==> src/rtl/event_wait_irq_control_pkg.sv <==
// Shared constants, opcodes and register map of the event wait and interrupt control unit
package event_wait_irq_control_pkg;

   // ==========================================================
   // Widths
   localparam int EV_W = 16;
   localparam int EV_SEL_W = 4;
   localparam int CH_N = 3;
   localparam int CORE_N = 16;
   localparam int ADDR_W = 8;
   localparam int DATA_W = 32;
   localparam int CODE_W = 8;
   localparam int IRQ_W = 3;

   // ==========================================================
   // Event flag indices; code zero as interrupt source means off
   localparam logic [3:0] EV_OFF = 4'h0;
   localparam logic [3:0] EV_COUNTER_ONE = 4'h1;
   localparam logic [3:0] EV_COUNTER_TWO = 4'h2;
   localparam logic [3:0] EV_COUNTER_MATCH_THREE = 4'h3;
   localparam logic [3:0] EV_SEL_EVENT_ONE = 4'h4;
   localparam logic [3:0] EV_SEL_EVENT_FOUR = 4'h7;
   localparam logic [3:0] EV_PIN_MATCH_FLAG = 4'h8;
   localparam logic [3:0] EV_HUB_FIFO_BLOCK_WRAP = 4'h9;
   localparam logic [3:0] EV_STREAM_FIFO_IN = 4'hA;
   localparam logic [3:0] EV_STREAM_CMD_DONE = 4'hB;
   localparam logic [3:0] EV_STREAM_LUT_END = 4'hC;
   localparam logic [3:0] EV_STREAM_ROLLOVER = 4'hD;
   localparam logic [3:0] EV_ATTENTION = 4'hE;
   localparam logic [3:0] EV_IRQ = 4'hF;

   // ==========================================================
   // Instructions issued by the core pipeline
   typedef enum logic [3:0] {
      OP_NOP = 4'h0,
      OP_WAIT = 4'h1,
      OP_QUEUE_LOAD = 4'h2,
      OP_IRQ_ALLOW = 4'h3,
      OP_IRQ_HOLD = 4'h4,
      OP_IRQ_SOURCE = 4'h5,
      OP_IRQ_CANCEL = 4'h6,
      OP_IRQ_FORCE = 4'h7,
      OP_BREAK = 4'h8,
      OP_CROSS_BREAK = 4'h9,
      OP_BREAK_STATUS = 4'hA
   } op_t;

   // ==========================================================
   // Register map (byte addresses)
   localparam logic [7:0] REG_CTRL = 8'h00;
   localparam logic [7:0] REG_STATUS = 8'h04;
   localparam logic [7:0] REG_IRQ_STAT = 8'h08;
   localparam logic [7:0] REG_IRQ_CLR = 8'h0C;
   localparam logic [7:0] REG_IRQ_EN = 8'h10;
   localparam logic [7:0] REG_COUNT = 8'h14;
   localparam logic [7:0] REG_BREAK = 8'h18;

   // Control fields
   localparam int CTRL_BRK_EN = 0;
   localparam int CTRL_ASYNC_EN = 1;

   // Interrupt status fields
   localparam int IRQ_TIMEOUT = 0;
   localparam int IRQ_BREAK = 1;
   localparam int IRQ_ASYNC = 2;

   // Status register fields
   localparam int STAT_BUSY = 0;
   localparam int STAT_HOLD = 1;
   localparam int STAT_BRK_PEND = 2;
   localparam int STAT_PEND_LSB = 4;
   localparam int STAT_CODE_LSB = 8;

   // Reset values
   localparam logic [31:0] RST_WORD = 32'h0000_0000;
   localparam logic [1:0] RST_CTRL = 2'h0;
   localparam logic [2:0] RST_IRQ_EN = 3'h0;

endpackage

==> src/rtl/event_wait_irq_control.sv <==
// Per-core event wait, interrupt channel and breakpoint control unit
//
// Operation
// - wait stalls core until chosen event flag sets, then clears it; two clocks minimum
// - queue load right before a wait gives a system counter timeout deadline
// - wait with carry or zero option writes that flag high on timeout
// - each of three channels takes a 4-bit source code from operand low bits
// - force instruction raises its channel interrupt even while interrupts are held
// - break inside debug routine loads operand as next break condition
// - break outside debug stores low byte code and raises break interrupt if enabled
// - cross-core break from debug routine hits core numbered by operand low nibble
// - break status read returns status selected by carry/zero option; two clocks
//
// Our own choices: register access over APB and the address map.
`timescale 1ns/10ps
module event_wait_irq_control (
   input wire logic mclk,
   input wire logic sys_rst,
   input wire logic ce,
   // Instruction side
   input wire logic instr_valid,
   input wire logic [3:0] instr_op,
   input wire logic [31:0] instr_arg,
   input wire logic [3:0] instr_sel,
   input wire logic [1:0] instr_chan,
   input wire logic instr_wc,
   input wire logic instr_wz,
   input wire logic debug_isr,
   output logic instr_ready,
   output logic instr_done,
   output logic [31:0] result_data,
   output logic result_c,
   output logic result_z,
   output logic result_c_we,
   output logic result_z_we,
   // Event and interrupt side
   input wire logic [15:0] event_in,
   input wire logic [2:0] irq_ack,
   output logic [2:0] irq_req,
   input wire logic break_ack,
   output logic break_req,
   input wire logic async_break_in,
   output logic [15:0] cross_break_out,
   // APB slave
   input wire logic psel,
   input wire logic penable,
   input wire logic pwrite,
   input wire logic [7:0] paddr,
   input wire logic [31:0] pwdata,
   output logic [31:0] prdata,
   output logic pready,
   output logic pslverr,
   output logic irq
);

   typedef enum logic [1:0] {
      ST_IDLE,
      ST_EXEC,
      ST_WAIT
   } state_t;

   typedef struct packed {
      state_t st;
      logic ready;
      logic [31:0] count;
      logic [31:0] queue;
      logic queue_fresh;
      logic [31:0] deadline;
      logic tmo_armed;
      logic [3:0] wait_sel;
      logic wait_wc;
      logic wait_wz;
      logic done;
      logic [31:0] res_data;
      logic res_c;
      logic res_z;
      logic res_c_we;
      logic res_z_we;
      logic hold;
      logic [2:0][3:0] src;
      logic [2:0] pend;
      logic [2:0] forced;
      logic [2:0] irq_req;
      logic [7:0] brk_code;
      logic [31:0] brk_cond;
      logic brk_pend;
      logic [15:0] xbrk;
      logic [1:0] ctrl;
      logic [2:0] irq_en;
      logic [31:0] prdata;
      logic pready;
      logic pslverr;
      logic irq;
   } core_t;

   core_t cur_ff;
   core_t nxt_cur;
   logic [15:0] ev_flags_ff;
   logic [15:0] ev_set;
   logic [15:0] ev_clr;
   logic [2:0] irq_stat_ff;
   logic [2:0] irq_set;
   logic [2:0] irq_clr;

   // ==========================================================
   // Helpers
   function automatic logic [15:0] one_hot(input logic [3:0] idx);
      one_hot = 16'h0001 << idx;
   endfunction

   // Wrap-safe compare: deadline reached once the difference turns non-negative
   function automatic logic reached(input logic [31:0] now, input logic [31:0] dl);
      logic [31:0] diff;
      diff = now - dl;
      reached = ~diff[31];
   endfunction

   function automatic logic addr_ok(input logic [7:0] a);
      addr_ok = (a == event_wait_irq_control_pkg::REG_CTRL) ||
                (a == event_wait_irq_control_pkg::REG_STATUS) ||
                (a == event_wait_irq_control_pkg::REG_IRQ_STAT) ||
                (a == event_wait_irq_control_pkg::REG_IRQ_CLR) ||
                (a == event_wait_irq_control_pkg::REG_IRQ_EN) ||
                (a == event_wait_irq_control_pkg::REG_COUNT) ||
                (a == event_wait_irq_control_pkg::REG_BREAK);
   endfunction

   // ==========================================================
   // Sticky flag banks
   sticky_flag_bank #(
      .WIDTH(event_wait_irq_control_pkg::EV_W)
   ) u_event_flags (
      .mclk(mclk),
      .sys_rst(sys_rst),
      .ce(ce),
      .set_mask(ev_set),
      .clr_mask(ev_clr),
      .flags_ff(ev_flags_ff)
   );

   sticky_flag_bank #(
      .WIDTH(event_wait_irq_control_pkg::IRQ_W)
   ) u_irq_status (
      .mclk(mclk),
      .sys_rst(sys_rst),
      .ce(ce),
      .set_mask(irq_set),
      .clr_mask(irq_clr),
      .flags_ff(irq_stat_ff)
   );

   // ==========================================================
   // Next state
   always_comb
   begin
      logic take;
      logic wait_hit;
      logic wait_tmo;
      logic [15:0] ev_now;
      take = 1'b0;
      wait_hit = 1'b0;
      wait_tmo = 1'b0;
      ev_now = 16'h0000;
      nxt_cur = cur_ff;
      ev_set = event_in;
      ev_clr = 16'h0000;
      irq_set = 3'h0;
      irq_clr = 3'h0;
      nxt_cur.count = cur_ff.count + 32'h0000_0001;
      nxt_cur.done = 1'b0;
      nxt_cur.res_c_we = 1'b0;
      nxt_cur.res_z_we = 1'b0;
      nxt_cur.xbrk = 16'h0000;
      nxt_cur.pready = 1'b0;
      nxt_cur.pslverr = 1'b0;

      // Interrupt channels: source event, acknowledge, INT flag
      ev_now = event_in;
      for (int i = 0; i < event_wait_irq_control_pkg::CH_N; i++)
      begin
         // Acknowledge first so a source event in the same cycle is kept
         if (irq_ack[i])
         begin
            nxt_cur.pend[i] = 1'b0;
            nxt_cur.forced[i] = 1'b0;
         end
         if (cur_ff.src[i] != event_wait_irq_control_pkg::EV_OFF && ev_now[cur_ff.src[i]])
            nxt_cur.pend[i] = 1'b1;
      end
      if (|irq_ack)
         ev_set[event_wait_irq_control_pkg::EV_IRQ] = 1'b1;
      if (break_ack)
         nxt_cur.brk_pend = 1'b0;

      // Inbound cross-core breakpoint needs local enable
      if (async_break_in && cur_ff.ctrl[event_wait_irq_control_pkg::CTRL_ASYNC_EN])
      begin
         nxt_cur.brk_pend = 1'b1;
         irq_set[event_wait_irq_control_pkg::IRQ_ASYNC] = 1'b1;
      end

      unique case (cur_ff.st)
         ST_IDLE:
         begin
            take = instr_valid && cur_ff.ready;
         end
         ST_EXEC:
         begin
            nxt_cur.done = 1'b1;
            nxt_cur.ready = 1'b1;
            nxt_cur.st = ST_IDLE;
         end
         ST_WAIT:
         begin
            wait_hit = ev_flags_ff[cur_ff.wait_sel];
            wait_tmo = cur_ff.tmo_armed && reached(cur_ff.count, cur_ff.deadline);
            if (wait_hit || wait_tmo)
            begin
               // Event wins when both land together
               if (wait_hit)
                  ev_clr = one_hot(cur_ff.wait_sel);
               else
                  irq_set[event_wait_irq_control_pkg::IRQ_TIMEOUT] = 1'b1;
               nxt_cur.res_c = ~wait_hit;
               nxt_cur.res_z = ~wait_hit;
               nxt_cur.res_c_we = cur_ff.wait_wc;
               nxt_cur.res_z_we = cur_ff.wait_wz;
               nxt_cur.done = 1'b1;
               nxt_cur.ready = 1'b1;
               nxt_cur.st = ST_IDLE;
            end
         end
      endcase

      if (take)
      begin
         nxt_cur.ready = 1'b0;
         nxt_cur.st = ST_EXEC;
         nxt_cur.queue_fresh = 1'b0;
         unique case (event_wait_irq_control_pkg::op_t'(instr_op))
            event_wait_irq_control_pkg::OP_WAIT:
            begin
               nxt_cur.st = ST_WAIT;
               nxt_cur.wait_sel = instr_sel;
               nxt_cur.wait_wc = instr_wc;
               nxt_cur.wait_wz = instr_wz;
               nxt_cur.tmo_armed = cur_ff.queue_fresh;
               nxt_cur.deadline = cur_ff.queue;
            end
            event_wait_irq_control_pkg::OP_QUEUE_LOAD:
            begin
               nxt_cur.queue = instr_arg;
               nxt_cur.queue_fresh = 1'b1;
            end
            event_wait_irq_control_pkg::OP_IRQ_ALLOW:
               nxt_cur.hold = 1'b0;
            event_wait_irq_control_pkg::OP_IRQ_HOLD:
               nxt_cur.hold = 1'b1;
            event_wait_irq_control_pkg::OP_IRQ_SOURCE:
               nxt_cur.src[instr_chan] = instr_arg[3:0];
            event_wait_irq_control_pkg::OP_IRQ_CANCEL:
            begin
               nxt_cur.pend[instr_chan] = 1'b0;
               nxt_cur.forced[instr_chan] = 1'b0;
            end
            event_wait_irq_control_pkg::OP_IRQ_FORCE:
            begin
               nxt_cur.pend[instr_chan] = 1'b1;
               nxt_cur.forced[instr_chan] = 1'b1;
            end
            event_wait_irq_control_pkg::OP_BREAK:
            begin
               if (debug_isr)
                  nxt_cur.brk_cond = instr_arg;
               else
               begin
                  nxt_cur.brk_code = instr_arg[7:0];
                  if (cur_ff.ctrl[event_wait_irq_control_pkg::CTRL_BRK_EN])
                  begin
                     nxt_cur.brk_pend = 1'b1;
                     irq_set[event_wait_irq_control_pkg::IRQ_BREAK] = 1'b1;
                  end
               end
            end
            event_wait_irq_control_pkg::OP_CROSS_BREAK:
            begin
               // Ignored outside the debug routine
               if (debug_isr)
                  nxt_cur.xbrk = one_hot(instr_arg[3:0]);
            end
            event_wait_irq_control_pkg::OP_BREAK_STATUS:
            begin
               nxt_cur.res_c = cur_ff.brk_pend;
               nxt_cur.res_z = cur_ff.hold;
               nxt_cur.res_c_we = instr_wc;
               nxt_cur.res_z_we = instr_wz;
               if (instr_wc && instr_wz)
                  nxt_cur.res_data = {cur_ff.count[15:0], 13'h0000, cur_ff.hold, debug_isr,
                                      cur_ff.brk_pend};
               else if (instr_wz)
                  nxt_cur.res_data = cur_ff.brk_cond;
               else
                  nxt_cur.res_data = {16'h0000, cur_ff.brk_code, 5'h00, cur_ff.pend};
            end
            default:
            begin
            end
         endcase
      end

      // Held interrupts stay pending; forced ones pass
      for (int i = 0; i < event_wait_irq_control_pkg::CH_N; i++)
         nxt_cur.irq_req[i] = nxt_cur.pend[i] && (~nxt_cur.hold || nxt_cur.forced[i]);

      // ==========================================================
      // APB: zero-wait, data latched in setup, answer in access
      if (psel && !penable)
      begin
         nxt_cur.pready = 1'b1;
         nxt_cur.pslverr = ~addr_ok(paddr);
         nxt_cur.prdata = event_wait_irq_control_pkg::RST_WORD;
         if (!pwrite)
         begin
            unique case (paddr)
               event_wait_irq_control_pkg::REG_CTRL:
                  nxt_cur.prdata = {30'h0000_0000, cur_ff.ctrl};
               event_wait_irq_control_pkg::REG_STATUS:
               begin
                  nxt_cur.prdata[event_wait_irq_control_pkg::STAT_BUSY] = ~cur_ff.ready;
                  nxt_cur.prdata[event_wait_irq_control_pkg::STAT_HOLD] = cur_ff.hold;
                  nxt_cur.prdata[event_wait_irq_control_pkg::STAT_BRK_PEND] = cur_ff.brk_pend;
                  nxt_cur.prdata[event_wait_irq_control_pkg::STAT_PEND_LSB +: 3] = cur_ff.pend;
                  nxt_cur.prdata[event_wait_irq_control_pkg::STAT_CODE_LSB +: 8] =
                     cur_ff.brk_code;
               end
               event_wait_irq_control_pkg::REG_IRQ_STAT:
                  nxt_cur.prdata = {29'h0000_0000, irq_stat_ff};
               event_wait_irq_control_pkg::REG_IRQ_EN:
                  nxt_cur.prdata = {29'h0000_0000, cur_ff.irq_en};
               event_wait_irq_control_pkg::REG_COUNT:
                  nxt_cur.prdata = cur_ff.count;
               event_wait_irq_control_pkg::REG_BREAK:
                  nxt_cur.prdata = cur_ff.brk_cond;
               default:
                  nxt_cur.prdata = event_wait_irq_control_pkg::RST_WORD;
            endcase
         end
      end
      if (psel && penable && cur_ff.pready && pwrite)
      begin
         unique case (paddr)
            event_wait_irq_control_pkg::REG_CTRL:
               nxt_cur.ctrl = pwdata[1:0];
            event_wait_irq_control_pkg::REG_IRQ_CLR:
               irq_clr = pwdata[2:0];
            event_wait_irq_control_pkg::REG_IRQ_EN:
               nxt_cur.irq_en = pwdata[2:0];
            default:
            begin
            end
         endcase
      end
      nxt_cur.irq = |(irq_stat_ff & cur_ff.irq_en);
   end

   // ==========================================================
   // State register
   always_ff @(posedge mclk)
   begin
      if (sys_rst)
      begin
         cur_ff <= '0;
         cur_ff.st <= ST_IDLE;
         cur_ff.ready <= 1'b1;
         cur_ff.hold <= 1'b0;
         cur_ff.ctrl <= event_wait_irq_control_pkg::RST_CTRL;
         cur_ff.irq_en <= event_wait_irq_control_pkg::RST_IRQ_EN;
      end
      else if (ce)
         cur_ff <= nxt_cur;
   end

   assign instr_ready = cur_ff.ready;
   assign instr_done = cur_ff.done;
   assign result_data = cur_ff.res_data;
   assign result_c = cur_ff.res_c;
   assign result_z = cur_ff.res_z;
   assign result_c_we = cur_ff.res_c_we;
   assign result_z_we = cur_ff.res_z_we;
   assign irq_req = cur_ff.irq_req;
   assign break_req = cur_ff.brk_pend;
   assign cross_break_out = cur_ff.xbrk;
   assign prdata = cur_ff.prdata;
   assign pready = cur_ff.pready;
   assign pslverr = cur_ff.pslverr;
   assign irq = cur_ff.irq;

endmodule // event_wait_irq_control

==> src/rtl/sticky_flag_bank.sv <==
// Bank of sticky flags where a set in the same cycle beats a clear
`timescale 1ns/10ps
module sticky_flag_bank #(
   parameter int WIDTH = 16
) (
   input wire logic mclk,
   input wire logic sys_rst,
   input wire logic ce,
   input wire logic [WIDTH-1:0] set_mask,
   input wire logic [WIDTH-1:0] clr_mask,
   output logic [WIDTH-1:0] flags_ff
);

   typedef struct packed {
      logic [WIDTH-1:0] flags;
   } bank_t;

   bank_t cur_ff;
   bank_t nxt_cur;

   always_comb
   begin
      nxt_cur = cur_ff;
      // Set wins so an event landing on the clear edge is kept
      nxt_cur.flags = (cur_ff.flags & ~clr_mask) | set_mask;
   end

   always_ff @(posedge mclk)
   begin
      if (sys_rst)
         cur_ff <= '0;
      else if (ce)
         cur_ff <= nxt_cur;
   end

   assign flags_ff = cur_ff.flags;

endmodule // sticky_flag_bank

==> config.mk <==
export PLATFORM = sky130hd
export DESIGN_NAME = event_wait_irq_control
export DESIGN_NICKNAME = d
export VERILOG_FILES = /design/src/rtl/event_wait_irq_control_pkg.sv /design/src/rtl/event_wait_irq_control.sv /design/src/rtl/sticky_flag_bank.sv
export SDC_FILE = /design/constraint.sdc
export NUM_CORES = 1
export LEC_CHECK = 0
export CAP_MARGIN = 10
export CORE_MARGIN = 2
export CORE_UTILIZATION = 55
export DETAILED_ROUTE_END_ITERATION = 10
export DONT_BUFFER_PORTS = 1
export PLACE_DENSITY = 0.7
export SLEW_MARGIN = 20
export SYNTH_ARGS = -nofsm -noshare
export SYNTH_HDL_FRONTEND = slang
export SYNTH_HIERARCHICAL = 1
export SYNTH_SLANG_ARGS = --single-unit
==> constraint.sdc <==
create_clock -name mclk -period 2.74 [get_ports mclk]
set_input_delay 0.137 -clock mclk [delete_from_list [all_inputs] [get_ports mclk]]
set_output_delay 0.137 -clock mclk [all_outputs]
set_load 0.02 [all_outputs]
Word-level counts from Yosys, hierarchy flattened:

Index checks and enable logic that the tools add are counted.

* bits in registers: 282
* output and inout bits: 93
* input port bits: 113
* logic and storage cells: 196

* reduce and logical (&&, ||, !) cells: 45
* $lt $le $gt $ge: 6
* mux-type cells: 69
* shift operators: 2
* bitwise gates (word level): 18
* add/sub/neg operators: 2
* equality and inequality tests: 19

Operator list (count)
* two-way mux 32 bit: 3
* two-way mux 16 bit: 5
* adder 32 x 1 -> 32 bit (second input constant): 1
* one-hot mux 16 bit (2 select lines): 1
* << shifter 1 x 4 -> 16 bit (first input constant): 2
* subtractor 32 bit: 1
* two-way mux 1 bit: 31
* == test 8 x 5 -> 1 bit (second input constant): 3
* one-hot mux 8 bit (3 select lines): 1
* two-way mux 23 bit: 1
* AND reduction 3 bit: 7
* < comparator 4 x 5 -> 1 bit (second input constant): 4
* one-hot mux 3 bit (6 select lines): 1
* two-way mux 17 bit: 1
* AND 16 bit: 1
* binary-select mux 1 bit (select 4 bit): 4
* == test 4 x 3 -> 1 bit (second input constant): 4
* == test 8 x 4 -> 1 bit (second input constant): 2
* two-way mux 4 bit: 4
* inverter 16 bit: 1
* OR 16 bit: 1
* logical AND 1 bit: 15
* AND 3 bit: 4
* bitwise mux 12 bit: 1
* other kinds (30): 62

Logic depth before layout (Yosys ltp):

Gate-level depths: netlist of the first run.

* word-level depth: 11
* depth in mapped cells: 12
* gate-level depth less buffers: 10

Modules after synthesis:

Netlist of the first run, hierarchy kept.

By module, submodules not included
* event_wait_irq_control: cells an instance 1557, times used 1, sequential area each 5265.0 um^2, area an instance 12723.5 um^2
* sticky_flag_bank (u_event_flags): cells an instance 69, times used 1, sequential area each 320.3 um^2, area an instance 668.1 um^2
* sticky_flag_bank (u_irq_status): cells an instance 12, times used 1, sequential area each 60.1 um^2, area an instance 116.4 um^2

Worst setup path before layout of the first run:

OpenSTA, ideal clock, no wires.

* path kind: register to register
* start point: register cur_ff[192] (netlist name)
* end point: register cur_ff[262] (netlist name)
* period minus slack after synthesis: 2338 ps
* setup time: 120 ps
* stages on the path, launching flop included: 9
* required time: 2620 ps
* setup slack: 402 ps
* arrival time: 2218 ps
* buffers on the path: 0
* cell sequence: dfxtp_1 -> inv_1 -> ha_1 -> nand4_1 -> or4_4 -> or3_1 -> o2111ai_2 -> nor3_2 -> o31a_1

* cells in the longest elaborated chain, start to end: 6

RTL lines
* from (decl): line event_wait_irq_control.sv:96 `core_t cur_ff;`
* from (signal assigned): line event_wait_irq_control.sv:380 `cur_ff <= nxt_cur;`
* subtractor 32 bit: line event_wait_irq_control.sv:114 `diff = now - dl;`
* inverter 1 bit: line event_wait_irq_control.sv:115 `reached = ~diff[31];`
* logical AND 1 bit: line event_wait_irq_control.sv:216 `wait_tmo = cur_ff.tmo_armed && reached(cur_ff.count, cur_ff.deadline);`
* logical OR 1 bit: line event_wait_irq_control.sv:217 `if (wait_hit || wait_tmo)`
* inequality test 3 bit (no line)
* AND reduction 3 bit (no line)

No other way between the ends.
A chain may end at the register's enable or synchronous reset.

Final worst setup path of the first run:

* start point: register cur_ff[261] (netlist name)
* end point: register cur_ff, in the netlist cross_break_out[13]

* cells in the longest elaborated chain, start to end: 3

RTL lines
* zero test 2 bit: line event_wait_irq_control.sv:202 `unique case (cur_ff.st)`
* two-way mux 1 bit: line event_wait_irq_control.sv:202
* two-way mux 17 bit: line event_wait_irq_control.sv:235 `if (take)`

No other way between the ends.

==> results of run 1 <==
## power by group
group	total, W	internal [W]	switching [W]
sequential	0.00418	0.00414	0.0000394
clock	0.00398	0.00236	0.00163
combinational	0.000405	0.000191	0.000214
total	0.00856	0.00668	0.00188
## per-layer routing
metal	vias to the layer above	GRT usage [%]	routed length, um
met3	90	7.541	4380
met2	560	46.06	17610
met1	5727	42.06	16830
met4	0	8.482	1164
met5	-	0	0
li1	5642	-	-
## per-stage QoR
step	std cells	TNS, ns	setup slack [ns]
final	2038	0	0.05978
after global routing	2038	-0.2088	-0.07070
after CTS	2035	0	0.01118
after detailed placement	1804	0	0.1378
after global placement	1804	0	0.2162
after floorplan	1638	0	0.4022
## cell type report
cell class              instances  area share [%]
multi-input cells            1126           42.04
flip-flops and latches        282           35.54
repair buffers                208           12.82
clock buffers                  41           5.152
well taps                     324           2.545
inverters                      45           1.060
clock inverters                12          0.8483
## sequential cells by signal (all words and copies together), names as in the netlist, 3 cells and up, named ones only
name	flops
cross_break_out	16
cur_ff	158
irq_req	3
prdata	32
result_data	32
u_event_flags/flags_ff	16
u_irq_status/flags_ff	3
## worst max path at each step
| stage | cells past startpoint | end | from | slack (ns) |
|---|---|---|---|---|
| floorplan | 8 | cur_ff[262] | cur_ff[192] | 0.40 |
| detailed placement | 7 | cur_ff[262] | cur_ff[257] | 0.14 |
| CTS | 8 | cur_ff[252] | cur_ff[229] | 0.01 |
| global route | 11 | cross_break_out[13] | cur_ff[261] | -0.07 |
| finish | 11 | cross_break_out[13] | cur_ff[261] | 0.06 |
| global placement | 8 | cur_ff[262] | cur_ff[192] | 0.22 |
## critical path, stage by stage, from the launching register on
cell	delay, ns
dfxtp_1	0.32
inv_1	0.09
ha_1	0.15
and3_1	0.19
buf_4	0.17
nand2_4	0.09
nor3_4	0.31
nand4_1	0.25
nor2_1	0.29
a22oi_1	0.10
nor2_1	0.11
dlygate4sd3_1	0.55
## cell usage in the layout (no fill, tap or decap), types with 30 or more instances in the layout
cell type	synthesis	routed
a22oi_1	53	53
nand3_1	43	43
ha_1	34	34
nor2_1	157	154
o21ai_0	30	30
mux2i_1	39	39
nand2_1	324	323
dfxtp_1	282	271
inv_1	43	42
dlygate4sd3_1	0	176
a21oi_1	182	182
## what timing repair did
action	4_1_cts	5_1_grt
resized for setup	0	30
endpoints found under the hold margin	282	0
hold buffers	178	0
buffers inserted	0	3
endpoints found under the setup margin	0	72
## cell families after synthesis
family / count (synthesis) / share of synthesized area [%]
XOR/XNOR: 26 / 1.686
buffers and inverters: 230 / 9.012
adder cells (fa/ha/maj): 34 / 3.149
AND/OR/NAND/NOR: 640 / 20.52
multiplexers: 77 / 7.558
AO/OA/AOI/OAI: 349 / 16.28
flip-flops: 282 / 41.79
## cell usage after synthesis, drive strengths merged, types with 4 or more instances
master | count | area share (%)
xnor2 | 6 | 0.39
mux2i | 39 | 2.9
a21oi | 184 | 6.9
dfxtp | 282 | 42
nor4 | 4 | 0.19
mux2 | 21 | 1.8
nor3b | 6 | 0.33
nand2b | 7 | 0.32
nor2 | 158 | 4.4
and3 | 14 | 0.65
mux4 | 17 | 2.9
inv | 44 | 1.2
nor3 | 24 | 1.0
nor2b | 11 | 0.53
a21bo | 19 | 1.4
nand3b | 4 | 0.22
a211oi | 6 | 0.33
nand3 | 44 | 1.7
clkbuf | 82 | 2.3
xor2 | 20 | 1.3
nand2 | 324 | 9.0
ha | 34 | 3.1
a221oi | 9 | 0.58
a22o | 18 | 1.2
buf | 103 | 5.5
o211ai | 4 | 0.22
or3 | 9 | 0.42
o31ai | 4 | 0.22
and2 | 13 | 0.60
nand4 | 13 | 0.60
o21ai | 30 | 1.1
a22oi | 53 | 2.9
==> impl_metrics.env, run 1 <==
export IMPL_synth_seq_area_share_pct=41.79
export IMPL_maxSlewViolCount=0
export IMPL_nNetsFinal=1839
export IMPL_postLayoutCellArea_sq_um=15930
export IMPL_die_w_um=160.7
export IMPL_track_usage_pct=29.99
export IMPL_start_util_pct=55.71
export IMPL_multi_input_area_sq_um=6696
export IMPL_r2r_cells=11
export IMPL_cellLeakagePower_nw=6.150
export IMPL_hold_slack_ns=0.005722
export IMPL_fin_util_pct=65.70
export IMPL_synth_ff_type="dfxtp_1"
export IMPL_max_slew_margin_rel_pct=25.13
export IMPL_path_max_fanout=7
export IMPL_grt_pass1_wl_um=62400
export IMPL_ys_ff_latch=282
export IMPL_setup_viol=0
export IMPL_clockBufferDepth=3
export IMPL_gp_congestion=0.8725
export IMPL_crit_arrival_ns=3.17
export IMPL_worst_slew_pin_slew_ns=1.119
export IMPL_crit_type="flop to flop"
export IMPL_outcome="finished clean"
export IMPL_syn_area_per_cell_sq_um=8.247
export IMPL_die_area_sq_um=25830
export IMPL_placed_cell_area_sq_um=13070
export IMPL_n_antenna_cell=0
export IMPL_synth_edff_count=0
export IMPL_grt_pass1_vias=11380
export IMPL_syn_num_nets=1785
export IMPL_rows=57
export IMPL_setup_worst_path_end_class="flop"
export IMPL_drc_errors=0
export IMPL_grt_overflow_total=0
export IMPL_htreeDepth=1
export IMPL_cts_made_buffers=29
export IMPL_vias=12020
export IMPL_root_buffer="clkbuf_16"
export IMPL_via_per_inst=5.897
export IMPL_period_needed_ns=2.680
export IMPL_period_share_pct=97.82
export IMPL_routed_wirelength_um=39990
export IMPL_worst_r2r_endpoint="cross_break_out[13]"
export IMPL_min_from="instr_chan[0]"
export IMPL_coreArea_sq_um=24250
export IMPL_pwr_density_cell_nw_per_um2=537.6
export IMPL_synth_distinct_cells=66
export IMPL_seqCellArea_sq_um=5662
export IMPL_clock_sinks=282
export IMPL_syn_area_sq_um=13510
export IMPL_finalHoldViolCount=0
export IMPL_required_ns=3.23
export IMPL_power_w=0.008564
export IMPL_hold_depth=3
export IMPL_dp_hpwl_um=24700
export IMPL_grt_max_degree=151
export IMPL_cap_violations=0
export IMPL_path_clk_slew_ns=0.06
export IMPL_ios=206
export IMPL_worstSkewPairLatency_ns=0.55
export IMPL_antenna_found_initial=0
export IMPL_dr_pass1_iters=6
export IMPL_worstReg2RegStart="cur_ff[261]"
export IMPL_ir_drop_mv=0.4098
export IMPL_wl_per_cell_um=19.62
export IMPL_synthArstFlopShare_pct=0
export IMPL_portBuffers=0
export IMPL_regToRegSetupSlack_ns=0.06
export IMPL_syn2layout_area_growth_pct=17.93
export IMPL_fmax_mhz=373.1
export IMPL_hold_path_class="input pin to flop"
export IMPL_skew_ns=0.01987
export IMPL_yosysWarningCount=6
export IMPL_nFillCells=2006
export IMPL_die_h_um=160.7
export IMPL_netlist_instances=1638
export IMPL_start_kind="flop"
export IMPL_first_iter_violations=1207
export IMPL_layout_drive_gt1_share_pct=8.985
export IMPL_cts_tree="done"
export IMPL_ant_nets=0
Note: power is estimated with default switching activity, not from simulation.
==> run 2: changes to the inputs <==
Settings changed: PLACE_DENSITY 0.7 to 0.79.
==> run 2 against run 1 <==
Net effect: die area unchanged; largest cell class unchanged; critical endpoint is now cur_ff[259]; global-route usage up 0.74 points; register-to-register slack barely moved; clock-buffer cell count is 5 lower; critical path type unchanged; final cell count shrank 0.34%; critical path depth down 2.
==> impl_metrics.env, run 2 (synthesis gave the netlist of run 1 again) <==
export IMPL_worst_slew_pin_slew_ns=0.8550
export IMPL_cellLeakagePower_nw=6.126
export IMPL_nFillCells=1799
export IMPL_power_w=0.008771
export IMPL_root_buffer="clkbuf_16"
export IMPL_critPathTopFamily="simple AND/OR/NAND/NOR gates"
export IMPL_cap_violations=0
export IMPL_path_max_fanout=6
export IMPL_power_switching_w=0.001930
export IMPL_track_usage_pct=30.73
export IMPL_swShare_pct=22.00
export IMPL_setup_viol=0
export IMPL_hold_path_class="input pin to flop"
export IMPL_setup_worst_path_end_class="flop"
export IMPL_internal_power_w=0.006841
export IMPL_setup_ws_ns=0.06417
export IMPL_vias=12390
export IMPL_start_kind="flop"
export IMPL_largest_reg_flops=158
export IMPL_layout_drive_gt1_share_pct=8.494
export IMPL_period_needed_ns=2.676
export IMPL_coreArea_sq_um=24250
export IMPL_rows=57
export IMPL_pwr_density_cell_nw_per_um2=549.4
export IMPL_grt_max_degree=151
export IMPL_p_comb_share_pct=4.7
export IMPL_fin_util_pct=65.84
export IMPL_ant_nets=0
export IMPL_dr_pass1_iters=7
export IMPL_critPathBufInv=1
export IMPL_hold_depth=4
export IMPL_antenna_found_initial=2
export IMPL_worstSkewPairLatency_ns=0.56
export IMPL_max_slew_margin_rel_pct=42.79
export IMPL_syn2layout_area_growth_pct=18.18
export IMPL_p_seq_share_pct=47.6
export IMPL_grt_pass1_wl_um=64300
export IMPL_clockBufferDepth=3
export IMPL_place_ws_ns=0.01427
export IMPL_grt_pass1_vias=11980
export IMPL_via_per_inst=6.099
export IMPL_path_cells="nand4_1, nor2_2, and4_1, and2_1, and2_1, nand4_1, xor2_1, nor2_1, dlygate4sd3_1"
export IMPL_required_ns=3.18
export IMPL_r2r_cells=9
export IMPL_placed_cells_incl_taps=1798
export IMPL_die_area_sq_um=25830
export IMPL_die_w_um=160.7
export IMPL_n_antenna_cell=0
export IMPL_crit_slowest_cell="dlygate4sd3_1"
export IMPL_path_clk_slew_ns=0.07
export IMPL_gp_congestion=0.9180
export IMPL_crit_type="flop to flop"
export IMPL_wl_per_cell_um=20.20
export IMPL_ios=206
export IMPL_crit_arrival_ns=3.11
export IMPL_clkPwrFrac_pct=47.7
export IMPL_regMostFlops="cur_ff"
export IMPL_grt_overflow_total=0
export IMPL_path_depth=9
export IMPL_first_iter_violations=1655
export IMPL_stdcell_count=2031
export IMPL_fmax_mhz=373.7
export IMPL_finalHoldViolCount=0
export IMPL_ir_drop_mv=0.4480
export IMPL_htreeDepth=1
export IMPL_dp_hpwl_um=24430
export IMPL_outcome="finished clean"
export IMPL_clock_sinks=282
export IMPL_portBuffers=0
export IMPL_final_common_cell="nand2_1"
export IMPL_skew_ns=0.01280
export IMPL_cts_made_buffers=28
export IMPL_nNetsFinal=1833
export IMPL_die_h_um=160.7
export IMPL_cts_tree="done"
export IMPL_period_share_pct=97.66
export IMPL_routed_wirelength_um=41020
export IMPL_cpPeakStageDelay_ns=0.55
export IMPL_mostFrequentLayoutCells="nand2_1, dfxtp_1, a21oi_1, dlygate4sd3_1, nor2_1"
export IMPL_maxSlewViolCount=0
export IMPL_start_util_pct=55.71
export IMPL_drc_errors=0
## run 2: cell count changes in the layout (fill, tap and decap cells not counted), moves of 3 or more
cell,delta
buf_4,-7
clkbuf_1,-5
dlygate4sd3_1,+3
clkinv_2,-4
## run 2: layer usage
layer  wire length [um]  GRT usage, %
met1              16170         40.38
met4               1722         12.38
met2              18450         48.84
met5                 13             0
met3               4670         7.515
## run 2: worst paths after layout
| check | startpoint | to | slack [ns] |
|---|---|---|---|
| max reg2reg | cur_ff[229] | cur_ff[259] | 0.06 |
| max | cur_ff[229] | cur_ff[259] | 0.06 |
| min reg2reg | cur_ff[163] | cur_ff[163] | 0.45 |
| min | instr_chan[1] | flop | 0.03 |
## run 2: power by group through the flow
stage,sequential [W],clock (W),combinational (W)
after floorplan,0.00425,0,0.000280
after global placement,0.00426,0,0.000214
after detailed placement,0.00426,0,0.000222
after CTS,0.00417,0.00419,0.000390
after global routing,0.00417,0.00437,0.000440
final,0.00417,0.00418,0.000413
## run 2: tightest hold or removal path, delay by kind of cell
family / cells / cell delay, ns
multiplexers: 1 / 0.14
AND/OR/NAND/NOR: 3 / 0.27
## run 2: area by class of cell
class                      count  area (sq um)  share of cell area [%]
timing repair buffer         203          2018                   12.64
sequential                   282          5657                   35.43
multi-input combinational   1126          6700                   41.97
clock buffer                  36         790.8                   4.953
clock inverter                15         224.0                   1.403
inverter                      45         168.9                   1.058
tap                          324         405.4                   2.539
## run 2: what timing repair did
item,CTS,global route
resized for setup,1,20
buffers inserted,0,1
hold buffers,180,1
endpoints found under the setup margin,2,54
endpoints found under the hold margin,282,1
pin swaps,0,5
## run 2: through the flow
step	hold slack (ns)	cell area, sq um	setup TNS [ns]
CTS	0.0008744	15890	0
global route	0.03881	15960	-0.03571
global placement	0.2230	13050	0
detailed placement	0.2270	13050	0
floorplan	0.2061	13510	0
finish	0.02709	15960	0
